File: config.mk
export PLATFORM = sky130hd
export DESIGN_NAME = isr_status_top
export DESIGN_NICKNAME = d
export VERILOG_FILES = /design/src/hdl/isr_pkg.sv /design/src/hdl/isr_status_group.sv /design/src/hdl/isr_service_request.sv /design/src/hdl/isr_status_top.sv
export SDC_FILE = /design/constraint.sdc
export NUM_CORES = 1
export LEC_CHECK = 0
export BUFFER_PORTS_ARGS = -buffer_cell sky130_fd_sc_hd__buf_2
export CORE_AREA = 2 2 181 165
export DETAILED_ROUTE_END_ITERATION = 10
export DIE_AREA = 0 0 183 167
export GPL_TIMING_DRIVEN = 0
export PLACE_DENSITY = 0.45
export SLEW_MARGIN = 20
export SYNTH_ARGS = -nofsm -noshare
export SYNTH_HDL_FRONTEND = slang
export SYNTH_SLANG_ARGS = --single-unit
File: constraint.sdc
create_clock -name core_clk -period 2.4 [get_ports core_clk]
set_clock_uncertainty 0.15 [all_clocks]
set_input_delay 0.48 -clock core_clk [delete_from_list [all_inputs] [get_ports core_clk]]
set_output_delay 0.48 -clock core_clk [all_outputs]
set_load 0.02 [all_outputs]
File: src/hdl/isr_pkg.sv
/*
 Constants, register indices, bit positions and the command carrier
 for the instrument status reporting block.
 Assumes one 50 MHz core clock and a synchronous active-high reset.
*/
// Contract
// - Operation condition: calibration bit 0, current modes at bits 10, 11, 12.
// - Questionable: overvoltage 0, overcurrent 1, overtemperature 4, output-2 overcurrent 12.
// - Questionable: keypress 3, sense 5, unreg2 8, inhibit 9, unreg 10, overload 14.
// - Standard event: complete 0, query 2, device 3, execution 4, command 5, power-on 7.
// - Status byte: questionable 3, message 4, standard 5, master/request 6, operation 7.
// - Status byte bit 7 is OR of enabled operation event bits.
// - Status byte bit 3 is OR of enabled questionable event bits.
// - Condition registers follow live signals and ignore writes.
// - Rise filter lets low-to-high condition changes set event bits.
// - Fall filter lets high-to-low condition changes set event bits.
// - Event bits stay set until read; a read returns then clears them.
// - Enable mask picks which event bits feed the group summary.
// - Standard event latch is read-only, clears on read, masked into its summary.
// - Controller writes standard event mask; querying standard events returns and clears.
// - Power-on-clear on clears standard event mask at power-up, else retained.
// - Power-on bit 7 of standard events sets at every power-up.
// - Master summary is unlatched OR of enabled status bits; status read clears nothing.
// - Request latches into bit 6, drives request line; poll returns and clears it.
// - Message-available bit 4 is set while the output queue is not empty.
package isr_pkg;
   localparam int GRP_W = 16;
   localparam int STD_W = 8;
   // Operation condition bits
   localparam int OP_CAL = 0;
   localparam int OP_TRIG = 5;
   localparam int OP_CV = 8;
   localparam int OP_CV2 = 9;
   localparam int OP_CCP = 10;
   localparam int OP_CCN = 11;
   localparam int OP_CC2 = 12;
   // Questionable condition bits
   localparam int QS_OV = 0;
   localparam int QS_OC = 1;
   localparam int QS_KEY = 3;
   localparam int QS_OT = 4;
   localparam int QS_SENSE = 5;
   localparam int QS_SECOND_OUTPUT_UNREGULATED = 8;
   localparam int QS_INH = 9;
   localparam int QS_UNR = 10;
   localparam int QS_OC2 = 12;
   localparam int QS_OVLD = 14;
   // Standard event bits
   localparam int SE_OPC = 0;
   localparam int SE_QRY = 2;
   localparam int SE_DEV = 3;
   localparam int SE_EXE = 4;
   localparam int SE_CMD = 5;
   localparam int SE_PON = 7;
   // Status byte bits
   localparam int SB_QUESTIONABLE_SUMMARY = 3;
   localparam int SB_MAV = 4;
   localparam int SB_ESB = 5;
   localparam int SB_MSS = 6;
   localparam int SB_OPERATION_SUMMARY = 7;
   // Register indices on the command port
   localparam logic [3:0] IX_OP_COND = 4'h0;
   localparam logic [3:0] IX_OP_RISE = 4'h1;
   localparam logic [3:0] IX_OP_FALL = 4'h2;
   localparam logic [3:0] IX_OP_EVT = 4'h3;
   localparam logic [3:0] IX_OP_MASK = 4'h4;
   localparam logic [3:0] IX_QS_COND = 4'h5;
   localparam logic [3:0] IX_QS_RISE = 4'h6;
   localparam logic [3:0] IX_QS_FALL = 4'h7;
   localparam logic [3:0] IX_QS_EVT = 4'h8;
   localparam logic [3:0] IX_QS_MASK = 4'h9;
   localparam logic [3:0] IX_SE_EVT = 4'hA;
   localparam logic [3:0] IX_SE_MASK = 4'hB;
   localparam logic [3:0] IX_STB = 4'hC;
   localparam logic [3:0] IX_SRQ_MASK = 4'hD;
   localparam logic [3:0] IX_POLL = 4'hE;
   // Reset values
   localparam logic [15:0] RISE_RST = 16'h7FFF;
   localparam logic [15:0] FALL_RST = 16'h0000;
   localparam logic [15:0] MASK_RST = 16'h0000;
   // One register access from the command interpreter
   typedef struct packed {
      logic wr;
      logic rd;
      logic [3:0] sel;
      logic [15:0] data;
   } isr_cmd_t;
endpackage

File: src/hdl/isr_status_group.sv
/*
 One status group: condition, transition detect, event latch, summary.
 Assumes the masks are held by the parent and clrEvent is a one-cycle read strobe.
*/
`timescale 1ns/1ns
module isr_status_group #(
   parameter int W = 16
) (
   input wire logic core_clk,
   input wire logic sys_rst,
   input wire logic [W-1:0] cond,
   input wire logic [W-1:0] riseMask,
   input wire logic [W-1:0] fallMask,
   input wire logic [W-1:0] enMask,
   input wire logic clrEvent,
   output logic [W-1:0] condQ,
   output logic [W-1:0] eventQ,
   output logic summary
);
   logic [W-1:0] cond_q;
   logic [W-1:0] prev_q;
   logic [W-1:0] event_q;
   logic [W-1:0] event_d;
   logic [W-1:0] setBits;
   logic [W-1:0] riseHit;
   logic [W-1:0] fallHit;

   // Edge pulses last one cycle, filtered per bit
   assign riseHit = cond_q & ~prev_q & riseMask;
   assign fallHit = ~cond_q & prev_q & fallMask;
   assign setBits = riseHit | fallHit;
   // Set wins over the clearing read so no event slips between read and clear
   assign event_d = (event_q & ~{W{clrEvent}}) | setBits;
   assign summary = |(event_q & enMask);
   assign condQ = cond_q;
   assign eventQ = event_q;

   // Condition follows the live inputs; there is no write path to it
   always_ff @(posedge core_clk) begin
      if (sys_rst) begin
         cond_q <= '0;
         prev_q <= '0;
         event_q <= '0;
      end else begin
         cond_q <= cond;
         prev_q <= cond_q;
         event_q <= event_d;
      end
   end
endmodule // isr_status_group

File: src/hdl/isr_service_request.sv
/*
 Master summary and latched request for the status byte.
 Assumes statusBits carries every summary bit except bit 6.
*/
`timescale 1ns/1ns
module isr_service_request (
   input wire logic core_clk,
   input wire logic sys_rst,
   input wire logic [7:0] statusBits,
   input wire logic [7:0] srqMask,
   input wire logic pollClear,
   output logic mss,
   output logic rqsQ
);
   logic mssPrev_q;
   logic rqs_q;
   logic rqs_d;
   logic [7:0] maskNoMss;

   // Bit 6 of the mask has no source and must not feed back on itself
   assign maskNoMss = srqMask & ~(8'h01 << isr_pkg::SB_MSS);
   assign mss = |(statusBits & maskNoMss);
   // A new reason for service latches a request; a poll clears it, new request wins
   assign rqs_d = (mss & ~mssPrev_q) | (rqs_q & ~pollClear);
   assign rqsQ = rqs_q;

   always_ff @(posedge core_clk) begin
      if (sys_rst) begin
         mssPrev_q <= 1'b0;
         rqs_q <= 1'b0;
      end else begin
         mssPrev_q <= mss;
         rqs_q <= rqs_d;
      end
   end
endmodule // isr_service_request

File: src/hdl/isr_status_top.sv
/*
 Status reporting core: operation, questionable and standard event groups,
 status byte, request mask and the command read/write port.
 Assumes the command interpreter issues at most one access per cycle and
 that monitored signals and event pulses are synchronous to core_clk.
*/
`timescale 1ns/1ns
module isr_status_top (
   input wire logic core_clk,
   input wire logic sys_rst,
   input wire logic powerOnClear,
   input wire isr_pkg::isr_cmd_t cmd,
   input wire logic calibrationBusy,
   input wire logic awaitingTriggerFlag,
   input wire logic voltageRegulationFlag,
   input wire logic secondOutputVoltageRegulation,
   input wire logic positiveCurrentRegulation,
   input wire logic negativeCurrentRegulation,
   input wire logic secondOutputCurrentRegulation,
   input wire logic overvoltageTrip,
   input wire logic overcurrentTrip,
   input wire logic localKeypressFlag,
   input wire logic overtemperatureTrip,
   input wire logic openSenseLead,
   input wire logic secondOutputUnregulated,
   input wire logic externalInhibitActive,
   input wire logic mainOutputUnregulated,
   input wire logic secondOutputOvercurrentTrip,
   input wire logic lowRangeCurrentOverload,
   input wire logic opComplete,
   input wire logic queryError,
   input wire logic deviceError,
   input wire logic executionError,
   input wire logic commandError,
   input wire logic queueNotEmpty,
   output logic [15:0] rdData,
   output logic rdValid,
   output logic serviceRequest,
   output logic [7:0] statusByte
);
   logic [15:0] opRise_q;
   logic [15:0] opFall_q;
   logic [15:0] opMask_q;
   logic [15:0] qsRise_q;
   logic [15:0] qsFall_q;
   logic [15:0] qsMask_q;
   logic [7:0] seEvent_q;
   logic [7:0] seEvent_d;
   logic [7:0] seMask_q;
   logic [7:0] srqMask_q;
   logic [15:0] rdData_q;
   logic rdValid_q;
   logic srqLine_q;
   logic [7:0] statusByte_q;
   logic [15:0] opCond;
   logic [15:0] qsCond;
   logic [7:0] seSet;
   logic [15:0] opCondQ;
   logic [15:0] opEvent;
   logic [15:0] qsCondQ;
   logic [15:0] qsEvent;
   logic opSummary;
   logic qsSummary;
   logic seSummary;
   logic mss;
   logic rqs;
   logic [7:0] stbRaw;
   logic [7:0] stbRead;
   logic [7:0] stbPoll;
   logic [15:0] rdMux;
   logic wrOpRise;
   logic wrOpFall;
   logic wrOpMask;
   logic wrQsRise;
   logic wrQsFall;
   logic wrQsMask;
   logic wrSeMask;
   logic wrSrqMask;
   logic rdOpEvt;
   logic rdQsEvt;
   logic rdSeEvt;
   logic rdPoll;

   // Operation condition word, undefined bits tied low
   assign opCond = (16'(calibrationBusy) << isr_pkg::OP_CAL)
                 | (16'(awaitingTriggerFlag) << isr_pkg::OP_TRIG)
                 | (16'(voltageRegulationFlag) << isr_pkg::OP_CV)
                 | (16'(secondOutputVoltageRegulation) << isr_pkg::OP_CV2)
                 | (16'(positiveCurrentRegulation) << isr_pkg::OP_CCP)
                 | (16'(negativeCurrentRegulation) << isr_pkg::OP_CCN)
                 | (16'(secondOutputCurrentRegulation) << isr_pkg::OP_CC2);
   // Questionable condition word
   assign qsCond = (16'(overvoltageTrip) << isr_pkg::QS_OV)
                 | (16'(overcurrentTrip) << isr_pkg::QS_OC)
                 | (16'(localKeypressFlag) << isr_pkg::QS_KEY)
                 | (16'(overtemperatureTrip) << isr_pkg::QS_OT)
                 | (16'(openSenseLead) << isr_pkg::QS_SENSE)
                 | (16'(secondOutputUnregulated) << isr_pkg::QS_SECOND_OUTPUT_UNREGULATED)
                 | (16'(externalInhibitActive) << isr_pkg::QS_INH)
                 | (16'(mainOutputUnregulated) << isr_pkg::QS_UNR)
                 | (16'(secondOutputOvercurrentTrip) << isr_pkg::QS_OC2)
                 | (16'(lowRangeCurrentOverload) << isr_pkg::QS_OVLD);
   // Standard event pulses, power-on is loaded by reset instead
   assign seSet = (8'(opComplete) << isr_pkg::SE_OPC)
                | (8'(queryError) << isr_pkg::SE_QRY)
                | (8'(deviceError) << isr_pkg::SE_DEV)
                | (8'(executionError) << isr_pkg::SE_EXE)
                | (8'(commandError) << isr_pkg::SE_CMD);

   // Write and clearing-read decode
   assign wrOpRise = cmd.wr && (cmd.sel == isr_pkg::IX_OP_RISE);
   assign wrOpFall = cmd.wr && (cmd.sel == isr_pkg::IX_OP_FALL);
   assign wrOpMask = cmd.wr && (cmd.sel == isr_pkg::IX_OP_MASK);
   assign wrQsRise = cmd.wr && (cmd.sel == isr_pkg::IX_QS_RISE);
   assign wrQsFall = cmd.wr && (cmd.sel == isr_pkg::IX_QS_FALL);
   assign wrQsMask = cmd.wr && (cmd.sel == isr_pkg::IX_QS_MASK);
   assign wrSeMask = cmd.wr && (cmd.sel == isr_pkg::IX_SE_MASK);
   assign wrSrqMask = cmd.wr && (cmd.sel == isr_pkg::IX_SRQ_MASK);
   assign rdOpEvt = cmd.rd && (cmd.sel == isr_pkg::IX_OP_EVT);
   assign rdQsEvt = cmd.rd && (cmd.sel == isr_pkg::IX_QS_EVT);
   assign rdSeEvt = cmd.rd && (cmd.sel == isr_pkg::IX_SE_EVT);
   assign rdPoll = cmd.rd && (cmd.sel == isr_pkg::IX_POLL);

   isr_status_group #(.W(isr_pkg::GRP_W)) u_operation_summary (
      .core_clk(core_clk),
      .sys_rst(sys_rst),
      .cond(opCond),
      .riseMask(opRise_q),
      .fallMask(opFall_q),
      .enMask(opMask_q),
      .clrEvent(rdOpEvt),
      .condQ(opCondQ),
      .eventQ(opEvent),
      .summary(opSummary)
   );

   isr_status_group #(.W(isr_pkg::GRP_W)) u_questionable_summary (
      .core_clk(core_clk),
      .sys_rst(sys_rst),
      .cond(qsCond),
      .riseMask(qsRise_q),
      .fallMask(qsFall_q),
      .enMask(qsMask_q),
      .clrEvent(rdQsEvt),
      .condQ(qsCondQ),
      .eventQ(qsEvent),
      .summary(qsSummary)
   );

   // Standard event latch: clearing read, but a same-cycle event survives
   assign seEvent_d = (seEvent_q & ~{8{rdSeEvt}}) | seSet;
   assign seSummary = |(seEvent_q & seMask_q);

   // Status byte without bit 6
   assign stbRaw = (8'(qsSummary) << isr_pkg::SB_QUESTIONABLE_SUMMARY)
                 | (8'(queueNotEmpty) << isr_pkg::SB_MAV)
                 | (8'(seSummary) << isr_pkg::SB_ESB)
                 | (8'(opSummary) << isr_pkg::SB_OPERATION_SUMMARY);
   // Status query shows the live master summary; poll shows the latched request
   assign stbRead = stbRaw | (8'(mss) << isr_pkg::SB_MSS);
   assign stbPoll = stbRaw | (8'(rqs) << isr_pkg::SB_MSS);

   isr_service_request u_srq (
      .core_clk(core_clk),
      .sys_rst(sys_rst),
      .statusBits(stbRaw),
      .srqMask(srqMask_q),
      .pollClear(rdPoll),
      .mss(mss),
      .rqsQ(rqs)
   );

   // Read selection; unmapped indices read zero
   always_comb begin
      case (cmd.sel)
         isr_pkg::IX_OP_COND: rdMux = opCondQ;
         isr_pkg::IX_OP_RISE: rdMux = opRise_q;
         isr_pkg::IX_OP_FALL: rdMux = opFall_q;
         isr_pkg::IX_OP_EVT: rdMux = opEvent;
         isr_pkg::IX_OP_MASK: rdMux = opMask_q;
         isr_pkg::IX_QS_COND: rdMux = qsCondQ;
         isr_pkg::IX_QS_RISE: rdMux = qsRise_q;
         isr_pkg::IX_QS_FALL: rdMux = qsFall_q;
         isr_pkg::IX_QS_EVT: rdMux = qsEvent;
         isr_pkg::IX_QS_MASK: rdMux = qsMask_q;
         isr_pkg::IX_SE_EVT: rdMux = {8'h00, seEvent_q};
         isr_pkg::IX_SE_MASK: rdMux = {8'h00, seMask_q};
         isr_pkg::IX_STB: rdMux = {8'h00, stbRead};
         isr_pkg::IX_SRQ_MASK: rdMux = {8'h00, srqMask_q};
         isr_pkg::IX_POLL: rdMux = {8'h00, stbPoll};
         default: rdMux = 16'h0000;
      endcase
   end

   // Filter and mask registers; condition indices have no write decode
   always_ff @(posedge core_clk) begin
      if (sys_rst) begin
         opRise_q <= isr_pkg::RISE_RST;
         opFall_q <= isr_pkg::FALL_RST;
         opMask_q <= isr_pkg::MASK_RST;
         qsRise_q <= isr_pkg::RISE_RST;
         qsFall_q <= isr_pkg::FALL_RST;
         qsMask_q <= isr_pkg::MASK_RST;
      end else begin
         if (wrOpRise) opRise_q <= cmd.data;
         if (wrOpFall) opFall_q <= cmd.data;
         if (wrOpMask) opMask_q <= cmd.data;
         if (wrQsRise) qsRise_q <= cmd.data;
         if (wrQsFall) qsFall_q <= cmd.data;
         if (wrQsMask) qsMask_q <= cmd.data;
      end
   end

   // Masks survive power-up unless power-on clearing is selected, so a
   // request after an unexpected power loss can still be raised
   always_ff @(posedge core_clk) begin
      if (sys_rst) begin
         if (powerOnClear) begin
            seMask_q <= 8'h00;
            srqMask_q <= 8'h00;
         end
      end else begin
         if (wrSeMask) seMask_q <= cmd.data[7:0];
         if (wrSrqMask) srqMask_q <= cmd.data[7:0];
      end
   end

   // Standard events; every power-up records the power-on bit
   always_ff @(posedge core_clk) begin
      if (sys_rst) begin
         seEvent_q <= 8'h01 << isr_pkg::SE_PON;
      end else begin
         seEvent_q <= seEvent_d;
      end
   end

   // Registered outputs
   always_ff @(posedge core_clk) begin
      if (sys_rst) begin
         rdData_q <= 16'h0000;
         rdValid_q <= 1'b0;
         srqLine_q <= 1'b0;
         statusByte_q <= 8'h00;
      end else begin
         rdData_q <= cmd.rd ? rdMux : rdData_q;
         rdValid_q <= cmd.rd;
         srqLine_q <= rqs;
         statusByte_q <= stbRead;
      end
   end

   assign rdData = rdData_q;
   assign rdValid = rdValid_q;
   assign serviceRequest = srqLine_q;
   assign statusByte = statusByte_q;

   // Checker copy of the previous condition word; a bit that is set again during
   // the clearing read is legal, so the check needs the expected new pulses
   logic [15:0] opCondPrev_q;
   logic [15:0] opSetExp;

   always_ff @(posedge core_clk) begin
      if (sys_rst) begin
         opCondPrev_q <= 16'h0000;
      end else begin
         opCondPrev_q <= opCondQ;
      end
   end
   // Transitions the operation filters let through in this cycle
   assign opSetExp = (opCondQ & ~opCondPrev_q & opRise_q)
                   | (~opCondQ & opCondPrev_q & opFall_q);
endmodule // isr_status_top

[Word-level counts from Yosys, hierarchy flattened]
Index checks and enable logic that the tools add are counted.
W data, S select, Z words.
Storage, ports and cells
  bits in registers: 244
  latch bits: 0
  RAM bits: 0
  bits in read-only memories: 0
  input bits: 48
  output and inout bits: 26
  logic and storage cells: 119
  memories: 0
Operators by class
  add/subtract/negate cells: 0
  multiply operators: 0
  divide/modulo/power cells: 0
  $lt $le $gt $ge: 0
  equal/unequal tests: 15
  shifts and indexed selects: 0
  muxes and demuxes: 6
  bitwise gates (word level): 56
  reduce and logical (&&, ||, !) cells: 21
Operators by type and width (count)
  $pmux W16 S15: 1
  $and A16 B16 Y16: 12
  $not A16 Y16: 6
  $or A16 B16 Y16: 4
  $mux W8: 5
  $reduce_or A16 Y1: 2
  $eq A4 B4 Y1 const B: 7
  $and A8 B8 Y8: 3
  $or A10 B11 Y11: 2
  $or A9 B10 Y10: 2
  $or A5 B6 Y6: 3
  $or A6 B9 Y9: 2
  $eq A4 B3 Y1 const B: 4
  $or A8 B7 Y8: 2
  $reduce_or A8 Y1: 2
  $or A13 B15 Y15: 1
  $or A4 B5 Y5: 3
  $or A11 B13 Y13: 1
  $or A12 B13 Y13: 1
  $logic_and A1 B1 Y1: 12
  $or A11 B12 Y12: 1
  $eq A4 B2 Y1 const B: 2
  $not A8 Y8: 1
  $or A6 B8 Y8: 1
  other kinds (14): 18

[Longest topological paths before layout]
Gate-level depths: netlist of run 1.
  depth after elaboration: 9
  depth in mapped cells: 9
  depth with buffers taken out: 6

[Cells and area by module]
Synthesis of run 1 repeated with hierarchy kept, for this count alone.
Second synthesis, totals
  cell total of the unflattened synthesis: 1128
  area, all modules: 10518.8 um^2
Modules (own cells, without submodules)
  isr_status_top: instances 1, cells each 800, area each 6947.9 um^2, seq. area each 3022.9 um^2
  isr_status_group: instances 2, cells each 159, area each 1739.2 um^2, seq. area each 960.9 um^2
  isr_service_request: instances 1, cells each 10, area each 92.6 um^2, seq. area each 40.0 um^2

[Worst setup path after synthesis of run 1]
OpenSTA, ideal clock, no wires.
  path kind: input to register
  from: in sys_rst
  to: reg srqMask_q[0], enable pin
  setup time: 0.387 ns
  arrival: 1.729 ns
  data required time: 1.863 ns
  slack: 0.135 ns
  stages: 4
  path buffers: 2
  cell sequence: buf_2 clkbuf_1 nand2b_1 o31ai_1
On the way
  word-level cells in the longest chain between the ends: 2
  elaborated cells between the ends (all ways): 3
  those cells by class: eq/ne: 1; reduce/logical: 2
Ends and longest elaborated chain
  start, declared: line isr_status_top.sv:10  | input wire logic sys_rst,
  $ne A2 B1 Y1 (no line) or $reduce_bool A2 Y1 (tied branches)
  $reduce_and A2 Y1 (no line) (*)
  end signal, assigned: line isr_status_top.sv:224  | if (wrSrqMask) srqMask_q <= cmd.data[7:0];
  end, declared: line isr_status_top.sv:50  | logic [7:0] srqMask_q;
Mark *: on every way between the ends. The rest lies on a longest branch, timed or not.
A chain may end at the register's enable or synchronous reset.

[Worst setup path after layout of run 1]
  from: in cmd[19] (netlist bit)
  to: reg rdData_q[13] (netlist: rdData[13])
On the way
  word-level cells in the longest chain between the ends: 2
  elaborated cells between the ends (all ways): 16
  those cells by class: eq/ne: 14; mux: 1; reduce/logical: 1
Ends and longest elaborated chain
  start, declared: line isr_status_top.sv:12  | input wire isr_pkg::isr_cmd_t cmd,
  $eq A4 B4 Y1, or another cell as far along: line isr_status_top.sv:175  | case (cmd.sel)
  $pmux W16 S15 (*): line isr_status_top.sv:175
  end signal, assigned: line isr_status_top.sv:245  | rdData_q <= cmd.rd ? rdMux : rdData_q;
  end, declared: line isr_status_top.sv:51  | logic [15:0] rdData_q;
Marked as above.

==> run_summary.xml, run 1 <==
<?xml version="1.0" encoding="UTF-8"?>
<metrics>
  <group name="floorplanning">
    <metric name="initial_core_util" unit="%">30.7</metric>
    <metric name="ioPinCount" unit="">74</metric>
    <metric name="fp.dieH" unit="um">167</metric>
    <metric name="placeableCoreArea" unit="sq um">28600</metric>
    <metric name="floorplan.die.width" unit="um">183</metric>
    <metric name="floorplan.die_area" unit="sq um">30600</metric>
    <metric name="floorplan.rows" unit="">59</metric>
  </group>
  <group name="finish">
    <metric name="nNetsFinal" unit="">1155</metric>
    <metric name="drive_above_1_share" unit="%">15.9</metric>
    <metric name="layout.core_utilization" unit="%">36.4</metric>
    <metric name="antenna_cells_inserted" unit="">0</metric>
    <metric name="area_growth" unit="%">18.5</metric>
    <metric name="nFillCells" unit="">3041</metric>
    <metric name="final_cell_count_no_fill" unit="">1489</metric>
    <metric name="post-route-cell-area" unit="sq um">10400</metric>
  </group>
  <group name="power">
    <metric name="static-leakage-power" unit="nW">3.96</metric>
    <metric name="power.ir.vdd_worst" unit="mV">0.497</metric>
    <metric name="pwr_density_cell" unit="nW/um^2">789</metric>
  </group>
  <group name="timing">
    <metric name="report.final.hold_viol_count" unit="">0</metric>
    <metric name="post-route-period-util" unit="%">97.6</metric>
    <metric name="worst_slew_pin_slew" unit="ps">970</metric>
    <metric name="drv_slew" unit="">0</metric>
    <metric name="relSlewSlack" unit="%">35.4</metric>
    <metric name="grt_setup_unrepaired" unit="">false</metric>
    <metric name="setup_total_negative_slack" unit="ps">0</metric>
    <metric name="layout_setup_ws" unit="ps">58.6</metric>
    <metric name="post-route-min-period" unit="ps">2340</metric>
    <metric name="final-setup-viol-count" unit="">0</metric>
    <metric name="max_freq" unit="GHz">0.427</metric>
  </group>
  <group name="cts">
    <metric name="cts-root-buf" unit="">sky130_fd_sc_hd__clkbuf_16</metric>
    <metric name="tritoncts.num_buffers" unit="">25</metric>
    <metric name="clock_sink_count" unit="">210</metric>
    <metric name="cts.path.max_buffers" unit="">3</metric>
    <metric name="postCtsHoldBufs" unit="">0</metric>
    <metric name="worst_setup_hold_path_clk_slew" unit="ps">60</metric>
    <metric name="worst_skew_pair_latency" unit="ps">530</metric>
    <metric name="postCtsSetupBuffers" unit="">0</metric>
    <metric name="cts-htree-levels" unit="">1</metric>
    <metric name="tritoncts_clock_tree" unit="">done</metric>
  </group>
  <group name="setup_path">
    <metric name="cp_num_cells" unit="">8</metric>
    <metric name="reg2regPathDepth" unit="">6</metric>
    <metric name="worstSetupEndpointType" unit="">flop</metric>
    <metric name="timing.critical_path.from_type" unit="">input pin</metric>
    <metric name="critPathMaxStageDelay" unit="ps">680</metric>
    <metric name="crit_path_end" unit="">rdData[13]$_SDFFE_PP0P_</metric>
    <metric name="critical_path.max_fanout" unit="">10</metric>
    <metric name="worst-endpoint-required" unit="ps">2700</metric>
    <metric name="regToRegEndpoint" unit="">rdData[6]$_SDFFE_PP0P_</metric>
    <metric name="crit_top_cell" unit="">sky130_fd_sc_hd__buf_2</metric>
    <metric name="critPathTopFamily" unit="">simple AND/OR/NAND/NOR gates</metric>
    <metric name="setup.worst_path.class" unit="">in2reg</metric>
    <metric name="slowest_stage" unit="">sky130_fd_sc_hd__nor2_2</metric>
    <metric name="cp.buffers_inverters" unit="">2</metric>
    <metric name="critical_path.startpoint" unit="">cmd[19]</metric>
    <metric name="timing.critical_path.cells" unit="">buf_2 -&gt; nand2b_1 -&gt; buf_2 -&gt; nor2_2 -&gt; a222oi_1 -&gt; a31oi_1 -&gt; a21oi_1 -&gt; nor2_1</metric>
    <metric name="crit_arrival" unit="ps">2640</metric>
    <metric name="reg2reg_slack" unit="ps">60</metric>
    <metric name="crit-reg2reg-launch" unit="">u_questionable_summary.eventQ[4]$_SDFF_PP0_</metric>
  </group>
  <group name="worst_hold_path">
    <metric name="hold_class" unit="">in2reg</metric>
    <metric name="hold_path.startpoint" unit="">secondOutputVoltageRegulation</metric>
  </group>
  <group name="run">
    <metric name="max_capacitance_violation_count" unit="">0</metric>
  </group>
  <group name="global_routing">
    <metric name="first_global_vias" unit="">7612</metric>
    <metric name="grt_first_pass_wirelength" unit="um">54600</metric>
    <metric name="initial_antenna_violation_count" unit="">0</metric>
    <metric name="maximum_number_of_pins_on_one_net_before_global_route_repair" unit="">13</metric>
    <metric name="grtUsageTotal" unit="%">24.9</metric>
    <metric name="grt-ovfl-total" unit="">0</metric>
  </group>
  <group name="yosys">
    <metric name="synthDominantAreaCellType" unit="">sky130_fd_sc_hd__dfxtp_1</metric>
    <metric name="dominantRegCellSynth" unit="">sky130_fd_sc_hd__dfxtp_1</metric>
    <metric name="postSynth.asyncResetShare" unit="%">0</metric>
    <metric name="yosys.cell_count.top_type" unit="">sky130_fd_sc_hd__nand2_1</metric>
    <metric name="postSynthCellCount" unit="">1010</metric>
    <metric name="synth_enable_flop_cells" unit="">16</metric>
    <metric name="synth_cell_types" unit="">59</metric>
    <metric name="syn_area" unit="sq um">8800</metric>
    <metric name="yosysTopAreaCellShare" unit="%">44.1</metric>
    <metric name="ys.warnings.count" unit="">0</metric>
    <metric name="yosys_register_bits" unit="">210</metric>
    <metric name="synth_sequential_area_ratio" unit="%">49.6</metric>
    <metric name="syn_area_per_cell" unit="sq um">8.71</metric>
    <metric name="synthTopCellsByCount" unit="">sky130_fd_sc_hd__nand2_1, sky130_fd_sc_hd__dfxtp_1, sky130_fd_sc_hd__a21oi_1</metric>
    <metric name="post_synth_main_area_contributors" unit="">sky130_fd_sc_hd__dfxtp_1, sky130_fd_sc_hd__nand2_1, sky130_fd_sc_hd__a21oi_1</metric>
  </group>
  <group name="routing">
    <metric name="via_count" unit="">8102</metric>
    <metric name="wl" unit="um">38600</metric>
    <metric name="routed_wire_length_per_instance" unit="um">25.9</metric>
    <metric name="first_pass_iters" unit="">7</metric>
    <metric name="route.detailed.drc" unit="">0</metric>
    <metric name="vias_per_cell" unit="">5.44</metric>
    <metric name="detailedRoute.firstIterationViolations" unit="">857</metric>
    <metric name="final_antenna_net_count" unit="">0</metric>
  </group>
  <group name="placed_design">
    <metric name="gpl.final_weighted_congestion" unit="">0.973</metric>
    <metric name="dp_worst_setup_slack" unit="ps">-628</metric>
    <metric name="dpl_cell_area" unit="sq um">9620</metric>
    <metric name="detailedPlacementHpwl" unit="um">28400</metric>
    <metric name="port-buffer-count" unit="">68</metric>
    <metric name="placed_cells" unit="">1446</metric>
  </group>
  <group name="run_status">
    <metric name="run_status" unit="">complete, no violations</metric>
  </group>
</metrics>
## cell families after synthesis
logic type | share of synthesized area (%)
muxes | 1.69
AOI/OAI and AO/OA | 18.5
buffers and inverters | 4.38
DFF | 49.6
and+or+nand+nor | 25.8
other | 0.0426
## repair_timing
action	in CTS	in global routing
pin swaps	0	0
gates resized for setup	2	6
setup endpoints to repair	2	7
endpoints found under the hold margin	0	0
gates cloned	0	0
## worst min-delay path by stage
stage,endpoint,cells after the start
floorplan,u_srq.rqsQ$_SDFF_PP0_,1
global placement,rdData[10]$_SDFFE_PP0P_,1
detailed placement,u_srq.rqsQ$_SDFF_PP0_,1
CTS,u_operation_summary.condQ[9]$_SDFF_PP0_,2
global route,u_operation_summary.condQ[9]$_SDFF_PP0_,2
finish,u_operation_summary.condQ[9]$_SDFF_PP0_,2
## worst reg2reg max path: cells and delay by family, from the launching register on
family	cells	cell delay, ps
flip-flops	1	350
AND/OR/NAND/NOR	2	540
AO/OA/AOI/OAI	4	1170
## power breakdown
part | internal [W] | switching [W] | leakage [nW] | total, W
Sequential | 0.00366 | 0.000115 | 1.72 | 0.00377
Combinational | 0.000235 | 0.000495 | 1.85 | 0.000731
Clock | 0.00223 | 0.00150 | 0.393 | 0.00373
## cell type report
class	count	area (sq um)	area share, %
Buffer	70	377	3.61
Clock buffer	39	748	7.18
Clock inverter	4	45.0	0.432
Inverter	3	11.3	0.108
Multi-Input combinational cell	729	4080	39.2
Sequential cell	210	4360	41.9
Tap cell	366	458	4.39
Timing Repair Buffer	68	340	3.26
## state kept, by name, indices dropped and copies added, names as in the netlist, 10 cells and up
name                           flops
u_questionable_summary.eventQ     16
u_operation_summary.eventQ        16
u_questionable_summary.condQ      10
qsRise_q                          16
u_questionable_summary.prev_q     10
opRise_q                          16
rdData                            16
opMask_q                          16
qsFall_q                          16
opFall_q                          16
qsMask_q                          16
## stage by stage
step	hold WS, ps	power [W]
4_1_cts	2.27	0.00828
2_1_floorplan	268	0.00419
3_3_place_gp	279	0.00455
3_5_place_dp	283	0.00456
5_1_grt	8.30	0.00849
6_report	11.2	0.00823
## metal layers
layer	global-route usage (%)	vias to the layer above	routed length, um
li1	-	3739	-
met5	0	-	0
met2	37.9	383	16800
met1	34.8	3906	16900
met4	7.51	0	1200
met3	5.97	74	3640
## layout by cell type (no fill, tap or decap), drive strengths merged, types with 3 or more instances in the layout
master   instances
a2bb2oi          3
a211oi           3
nor4             3
nor3            12
nor2            49
a21oi          103
dfxtp          194
a32oi            6
nand2b           5
conb             3
a221oi          12
and3             8
clkinv           3
mux2i            7
a22oi           42
nand2          240
a22o            17
clkbuf          68
a222oi           7
nand3b          50
o22ai            6
nand3           14
inv              3
and2            18
buf            109
mux2             7
nor2b           51
o21ai           32
o31ai            3
edfxtp          16
a31oi            5
Power figures use the tool's default switching activity.
==> run 2, diff against run 1 <==
==> constraint.sdc (replaced) <==
create_clock -name core_clk -period 2.9 [get_ports core_clk]
set_clock_uncertainty 0.15 [all_clocks]
set_input_delay 0.58 -clock core_clk [delete_from_list [all_inputs] [get_ports core_clk]]
set_output_delay 0.58 -clock core_clk [all_outputs]
set_load 0.02 [all_outputs]
==> run 2 against run 1 <==
  * Design area about the same
  * Global-route usage unchanged
  * First-iteration DRC count increased by 11%
  * Core utilization about the same
  * Flip-flop and latch count unchanged
  * Via count decreased by 0.36%
  * Die area unchanged
  * Cell count unchanged
  * Non-clock buffer count unchanged
  * Combinational power decreased by 18%
  * Critical path type unchanged
  * Largest power group unchanged
==> run_summary.xml, run 2 (synthesis results as in run 1) <==
<?xml version="1.0" encoding="UTF-8"?>
<metrics>
  <group name="run_status">
    <metric name="run_status" unit="">complete, no violations</metric>
  </group>
  <group name="floorplanning">
    <metric name="placeableCoreArea" unit="sq um">28600</metric>
    <metric name="ioPinCount" unit="">74</metric>
    <metric name="initial_core_util" unit="%">30.7</metric>
    <metric name="floorplan.die_area" unit="sq um">30600</metric>
    <metric name="floorplan.die.width" unit="um">183</metric>
    <metric name="floorplan.rows" unit="">59</metric>
    <metric name="fp.dieH" unit="um">167</metric>
  </group>
  <group name="power">
    <metric name="power.ir.vdd_worst" unit="mV">0.415</metric>
    <metric name="total_power" unit="W">0.00681</metric>
    <metric name="switching_share" unit="%">25.7</metric>
    <metric name="static-leakage-power" unit="nW">3.95</metric>
    <metric name="share_clk_of_total_power" unit="%">45.3</metric>
    <metric name="seqPwrFrac" unit="%">45.8</metric>
    <metric name="power.internal" unit="W">0.00506</metric>
    <metric name="combinational_power_share" unit="%">8.9</metric>
    <metric name="pwr_density_cell" unit="nW/um^2">654</metric>
    <metric name="switching_power" unit="W">0.00175</metric>
  </group>
  <group name="global_routing">
    <metric name="grt_first_pass_wirelength" unit="um">54600</metric>
    <metric name="grt-ovfl-total" unit="">0</metric>
    <metric name="first_global_vias" unit="">7612</metric>
    <metric name="maximum_number_of_pins_on_one_net_before_global_route_repair" unit="">13</metric>
    <metric name="grtUsageTotal" unit="%">24.9</metric>
    <metric name="initial_antenna_violation_count" unit="">0</metric>
  </group>
  <group name="finish">
    <metric name="nNetsFinal" unit="">1155</metric>
    <metric name="area_growth" unit="%">18.4</metric>
    <metric name="antenna_cells_inserted" unit="">0</metric>
    <metric name="layout_commonest_cell" unit="">sky130_fd_sc_hd__nand2_1</metric>
    <metric name="drive_above_1_share" unit="%">15.5</metric>
    <metric name="layout.core_utilization" unit="%">36.4</metric>
    <metric name="post-route-cell-area" unit="sq um">10400</metric>
    <metric name="nFillCells" unit="">3044</metric>
    <metric name="mostFrequentLayoutCells" unit="">sky130_fd_sc_hd__nand2_1, sky130_fd_sc_hd__dfxtp_1, sky130_fd_sc_hd__a21oi_1</metric>
  </group>
  <group name="routing">
    <metric name="vias_per_cell" unit="">5.42</metric>
    <metric name="via_count" unit="">8073</metric>
    <metric name="route.detailed.drc" unit="">0</metric>
    <metric name="routed_wire_length_per_instance" unit="um">25.9</metric>
    <metric name="detailedRoute.firstIterationViolations" unit="">949</metric>
    <metric name="first_pass_iters" unit="">8</metric>
    <metric name="wl" unit="um">38600</metric>
    <metric name="final_antenna_net_count" unit="">0</metric>
  </group>
  <group name="timing">
    <metric name="relSlewSlack" unit="%">34.4</metric>
    <metric name="report.final.hold_viol_count" unit="">0</metric>
    <metric name="post-route-period-util" unit="%">91.7</metric>
    <metric name="setup_total_negative_slack" unit="ps">0</metric>
    <metric name="grt_setup_unrepaired" unit="">false</metric>
    <metric name="max_freq" unit="GHz">0.376</metric>
    <metric name="drv_slew" unit="">0</metric>
    <metric name="worst_slew_pin_slew" unit="ps">984</metric>
    <metric name="post-route-min-period" unit="ps">2660</metric>
    <metric name="final-setup-viol-count" unit="">0</metric>
  </group>
  <group name="cts">
    <metric name="worst_skew_pair_latency" unit="ps">530</metric>
    <metric name="worst_setup_hold_path_clk_slew" unit="ps">60</metric>
    <metric name="cts.path.max_buffers" unit="">3</metric>
    <metric name="cts-root-buf" unit="">sky130_fd_sc_hd__clkbuf_16</metric>
    <metric name="cts-htree-levels" unit="">1</metric>
    <metric name="clock_sink_count" unit="">210</metric>
    <metric name="cts.repair.resized" unit="">0</metric>
    <metric name="postCtsSetupBuffers" unit="">0</metric>
    <metric name="tritoncts_clock_tree" unit="">done</metric>
    <metric name="postCtsHoldBufs" unit="">0</metric>
    <metric name="tritoncts.num_buffers" unit="">25</metric>
  </group>
  <group name="setup_path">
    <metric name="reg2regPathDepth" unit="">6</metric>
    <metric name="reg2reg_slack" unit="ps">400</metric>
    <metric name="critical_path.max_fanout" unit="">9</metric>
    <metric name="critical_path.startpoint" unit="">cmd[20]</metric>
    <metric name="crit-reg2reg-launch" unit="">qsMask_q[3]$_SDFFE_PP0P_</metric>
    <metric name="crit_arrival" unit="ps">2970</metric>
    <metric name="timing.critical_path.cells" unit="">clkbuf_1 -&gt; inv_1 -&gt; a31o_2 -&gt; or2_1 -&gt; a31oi_1 -&gt; a21o_1</metric>
    <metric name="slowest_stage" unit="">sky130_fd_sc_hd__clkbuf_1</metric>
    <metric name="regToRegEndpoint" unit="">rdData[6]$_SDFFE_PP0P_</metric>
    <metric name="worst-endpoint-required" unit="ps">3220</metric>
    <metric name="critPathMaxStageDelay" unit="ps">510</metric>
    <metric name="worstSetupEndpointType" unit="">flop</metric>
    <metric name="setup.worst_path.class" unit="">in2reg</metric>
    <metric name="timing.critical_path.from_type" unit="">input pin</metric>
  </group>
  <group name="worst_hold_path">
    <metric name="hold-path-cell-count" unit="">2</metric>
    <metric name="hold_path.startpoint" unit="">secondOutputVoltageRegulation</metric>
    <metric name="whs_endpoint" unit="">u_operation_summary.condQ[9]$_SDFF_PP0_</metric>
    <metric name="hold_class" unit="">in2reg</metric>
  </group>
  <group name="run">
    <metric name="max_capacitance_violation_count" unit="">0</metric>
  </group>
  <group name="placed_design">
    <metric name="detailedPlacementHpwl" unit="um">28400</metric>
    <metric name="gpl.final_weighted_congestion" unit="">0.973</metric>
    <metric name="port-buffer-count" unit="">68</metric>
    <metric name="dpl_cell_area" unit="sq um">9620</metric>
  </group>
</metrics>
run 2: cell counts in the layout (fill, tap and decap cells not counted):
Identical to the previous run, type by type.
run 2: how the worst max path moves through the flow:
stage / slack [ps] / endpoint / depth (start not counted)
after floorplan: 530 / srqMask_q[0]$_DFFE_PP_ / 4
after global placement: -480 / rdData[8]$_SDFFE_PP0P_ / 7
after detailed placement: -230 / rdData[8]$_SDFFE_PP0P_ / 7
after CTS: 320 / rdData[8]$_SDFFE_PP0P_ / 7
after global routing: 210 / rdData[10]$_SDFFE_PP0P_ / 6
final: 240 / rdData[10]$_SDFFE_PP0P_ / 6
run 2: power groups by stage:
stage	Combinational, W	Clock (W)	Sequential, W
after global placement	0.000588	0	0.00318
final	0.000603	0.00309	0.00312
after floorplan	0.000319	0	0.00315
after CTS	0.000594	0.00314	0.00312
after detailed placement	0.000592	0	0.00318
after global routing	0.000643	0.00326	0.00313
run 2: final cells by class:
class	count	area [sq um]	area share, %
Buffer	70	374	3.59
Clock buffer	39	748	7.18
Clock inverter	4	45.0	0.432
Inverter	3	11.3	0.108
Multi-Input combinational cell	729	4070	39.1
Sequential cell	210	4360	41.9
Tap cell	366	458	4.40
Timing Repair Buffer	68	340	3.27
run 2: worst max-delay path, delay by kind of cell:
family,cells,cell delay [ps]
AND/OR/NAND/NOR,1,330
AO/OA/AOI/OAI,3,1070
buffers and inverters,2,980
run 2: layer usage:
metal	wire, um	global-route usage (%)	share of wire, %	vias to the layer above
li1	-	-	-	3736
met1	17200	34.8	45	3902
met2	16800	37.9	43	366
met3	3470	5.97	9.0	69
met4	1210	7.51	3.1	0
met5	0	0	0	-
run 2: metrics by stage:
| stage | instances | hold slack, ps | setup WS [ps] |
|---|---|---|---|
| 5_1_grt | 1489 | 108 | 210 |
| 6_report | 1489 | 112 | 242 |
| 2_1_floorplan | 1012 | 268 | 535 |
| 3_5_place_dp | 1446 | 283 | -228 |
| 3_3_place_gp | 1446 | 279 | -480 |
| 4_1_cts | 1489 | 102 | 316 |
==> run 3, diff against run 2 <==
==> constraint.sdc (replaced) <==
create_clock -name core_clk -period 2.9 [get_ports core_clk]
set_clock_uncertainty 0.15 [all_clocks]
set_input_delay 0.87 -clock core_clk [delete_from_list [all_inputs] [get_ports core_clk]]
set_output_delay 0.87 -clock core_clk [all_outputs]
set_load 0.02 [all_outputs]
==> run 3 against run 2 <==
  * Worst hold slack better by 180 ps
  * Routed wire length is essentially flat
  * Cell count is the same
  * Die area stayed put
  * Largest cell class unchanged
  * Via count about the same
  * Fmax is 2.2% lower
  * Critical path depth is 2 higher
  * Global-route usage is the same
  * Sequential share of layout area is essentially flat
  * Setup slack got worse by 61 ps
==> run_summary.xml, run 3 (synthesis results as in run 1) <==
<?xml version="1.0" encoding="UTF-8"?>
<metrics>
  <group name="run_status">
    <metric name="run_status" unit="">complete, no violations</metric>
  </group>
  <group name="timing">
    <metric name="post-route-period-util" unit="%">93.8</metric>
    <metric name="post-route-min-period" unit="ps">2720</metric>
    <metric name="final-setup-viol-count" unit="">0</metric>
    <metric name="relSlewSlack" unit="%">34.4</metric>
    <metric name="report.final.hold_viol_count" unit="">0</metric>
    <metric name="worst_slew_pin_slew" unit="ps">984</metric>
    <metric name="grt_setup_unrepaired" unit="">false</metric>
    <metric name="max_freq" unit="GHz">0.368</metric>
    <metric name="drv_slew" unit="">0</metric>
    <metric name="setup_total_negative_slack" unit="ps">0</metric>
  </group>
  <group name="power">
    <metric name="switching_share" unit="%">25.7</metric>
    <metric name="seqPwrFrac" unit="%">45.8</metric>
    <metric name="power.ir.vdd_worst" unit="mV">0.415</metric>
    <metric name="share_clk_of_total_power" unit="%">45.3</metric>
    <metric name="pwr_density_cell" unit="nW/um^2">654</metric>
    <metric name="static-leakage-power" unit="nW">3.96</metric>
    <metric name="power.internal" unit="W">0.00506</metric>
    <metric name="switching_power" unit="W">0.00175</metric>
    <metric name="combinational_power_share" unit="%">8.8</metric>
  </group>
  <group name="cts">
    <metric name="postCtsHoldBufs" unit="">0</metric>
    <metric name="clock_sink_count" unit="">210</metric>
    <metric name="worst_skew_pair_latency" unit="ps">530</metric>
    <metric name="worst_setup_hold_path_clk_slew" unit="ps">60</metric>
    <metric name="cts-htree-levels" unit="">1</metric>
    <metric name="cts.path.max_buffers" unit="">3</metric>
    <metric name="postCtsSetupBuffers" unit="">0</metric>
    <metric name="tritoncts.num_buffers" unit="">25</metric>
    <metric name="tritoncts_clock_tree" unit="">done</metric>
    <metric name="cts.repair.resized" unit="">0</metric>
    <metric name="cts-root-buf" unit="">sky130_fd_sc_hd__clkbuf_16</metric>
  </group>
  <group name="finish">
    <metric name="final_cell_count_no_fill" unit="">1489</metric>
    <metric name="multiInputGateArea" unit="sq um">4070</metric>
    <metric name="nFillCells" unit="">3044</metric>
    <metric name="post-route-cell-area" unit="sq um">10400</metric>
    <metric name="mostFrequentLayoutCells" unit="">sky130_fd_sc_hd__nand2_1, sky130_fd_sc_hd__dfxtp_1, sky130_fd_sc_hd__a21oi_1</metric>
    <metric name="nNetsFinal" unit="">1155</metric>
    <metric name="layout_commonest_cell" unit="">sky130_fd_sc_hd__nand2_1</metric>
    <metric name="area_of_all_sequential_standard_cells" unit="sq um">4360</metric>
    <metric name="drive_above_1_share" unit="%">15.6</metric>
    <metric name="area_growth" unit="%">18.4</metric>
    <metric name="antenna_cells_inserted" unit="">0</metric>
  </group>
  <group name="setup_path">
    <metric name="worstSetupEndpointType" unit="">flop</metric>
    <metric name="crit_arrival" unit="ps">3010</metric>
    <metric name="setup.worst_path.class" unit="">in2reg</metric>
    <metric name="worst-endpoint-required" unit="ps">3190</metric>
    <metric name="timing.critical_path.from_type" unit="">input pin</metric>
    <metric name="critical_path.max_fanout" unit="">10</metric>
  </group>
  <group name="global_routing">
    <metric name="globalRoute.busiestLayer" unit="">met2</metric>
    <metric name="maximum_number_of_pins_on_one_net_before_global_route_repair" unit="">13</metric>
    <metric name="grt_first_pass_wirelength" unit="um">54600</metric>
    <metric name="grtUsageTotal" unit="%">24.9</metric>
    <metric name="grt-ovfl-total" unit="">0</metric>
    <metric name="global_route.usage.met1" unit="%">34.8</metric>
    <metric name="met3_grt_util" unit="%">5.97</metric>
    <metric name="first_global_vias" unit="">7612</metric>
    <metric name="global_route.usage.met2" unit="%">37.9</metric>
    <metric name="initial_antenna_violation_count" unit="">0</metric>
  </group>
  <group name="floorplanning">
    <metric name="initial_core_util" unit="%">30.7</metric>
    <metric name="placeableCoreArea" unit="sq um">28600</metric>
    <metric name="fp.dieH" unit="um">167</metric>
    <metric name="floorplan.rows" unit="">59</metric>
    <metric name="ioPinCount" unit="">74</metric>
    <metric name="floorplan.die.width" unit="um">183</metric>
    <metric name="floorplan.die_area" unit="sq um">30600</metric>
  </group>
  <group name="placed_design">
    <metric name="port-buffer-count" unit="">68</metric>
    <metric name="gpl.final_weighted_congestion" unit="">0.973</metric>
    <metric name="detailedPlacementHpwl" unit="um">28400</metric>
    <metric name="placed_cells" unit="">1446</metric>
    <metric name="dpl_cell_area" unit="sq um">9620</metric>
  </group>
  <group name="run">
    <metric name="max_capacitance_violation_count" unit="">0</metric>
  </group>
  <group name="routing">
    <metric name="route.detailed.drc" unit="">0</metric>
    <metric name="first_pass_iters" unit="">7</metric>
    <metric name="wl" unit="um">38600</metric>
    <metric name="routed_wire_length_per_instance" unit="um">25.9</metric>
    <metric name="vias_per_cell" unit="">5.42</metric>
    <metric name="detailedRoute.firstIterationViolations" unit="">949</metric>
    <metric name="final_antenna_net_count" unit="">0</metric>
    <metric name="via_count" unit="">8070</metric>
  </group>
  <group name="worst_hold_path">
    <metric name="hold_class" unit="">reg2reg</metric>
  </group>
</metrics>
run 3: changes by cell type in the layout (fill, tap and decap cells not counted):
cell,before,now
sky130_fd_sc_hd__clkbuf_1,34,33
sky130_fd_sc_hd__clkbuf_2,2,3
run 3: final timing paths:
path                                            endpoint  slack [ps]  cells past startpoint                      from
worst min-delay path              rdData[7]$_SDFFE_PP0P_         290                      2    rdData[7]$_SDFFE_PP0P_
worst min register to register    rdData[7]$_SDFFE_PP0P_         290                      2    rdData[7]$_SDFFE_PP0P_
worst max-delay path            opFall_q[1]$_SDFFE_PP0P_         180                      8                   cmd[18]
worst max register to register    rdData[6]$_SDFFE_PP0P_         400                      6  qsMask_q[3]$_SDFFE_PP0P_
run 3: critical path, cell delays in order:
cell and delay (ps):
sky130_fd_sc_hd__buf_2 130, sky130_fd_sc_hd__buf_4 190, sky130_fd_sc_hd__nor2_2 480, sky130_fd_sc_hd__and3_1 230, sky130_fd_sc_hd__clkbuf_1 400, sky130_fd_sc_hd__buf_2 450
sky130_fd_sc_hd__nand2_1 100, sky130_fd_sc_hd__a21oi_1 140
run 3: power groups by stage:
stage | combinational, W | clock, W | sequential, W
floorplan | 0.000319 | 0 | 0.00315
global placement | 0.000588 | 0 | 0.00318
detailed placement | 0.000592 | 0 | 0.00318
CTS | 0.000594 | 0.00314 | 0.00312
global route | 0.000643 | 0.00326 | 0.00313
finish | 0.000603 | 0.00309 | 0.00312
run 3: cell type report:
type,instances,area share (%)
plain buffers,70,3.60
clock buffers,39,7.18
clock inverters,4,0.432
inverters,3,0.108
multi-input cells,729,39.1
flip-flops and latches,210,41.9
well taps,366,4.40
repair buffers,68,3.27
run 3: stage by stage:
stage	hold WS, ps	worst slack (ps)	util, %	power, W
6_report	292	181	36.4	0.00681
5_1_grt	315	76.3	36.4	0.00703
2_1_floorplan	268	245	-	0.00347
4_1_cts	297	26.2	36.3	0.00685
3_3_place_gp	279	-770	33.5	0.00377
3_5_place_dp	283	-518	33.6	0.00377
run 3: layer usage:
| layer | vias to the layer above | routed length [um] | share of wire (%) |
|---|---|---|---|
| met5 | - | 0 | 0 |
| met4 | 0 | 1220 | 3.2 |
| met3 | 71 | 3440 | 8.9 |
| met2 | 358 | 16800 | 43 |
| met1 | 3904 | 17200 | 45 |
| li1 | 3737 | - | - |
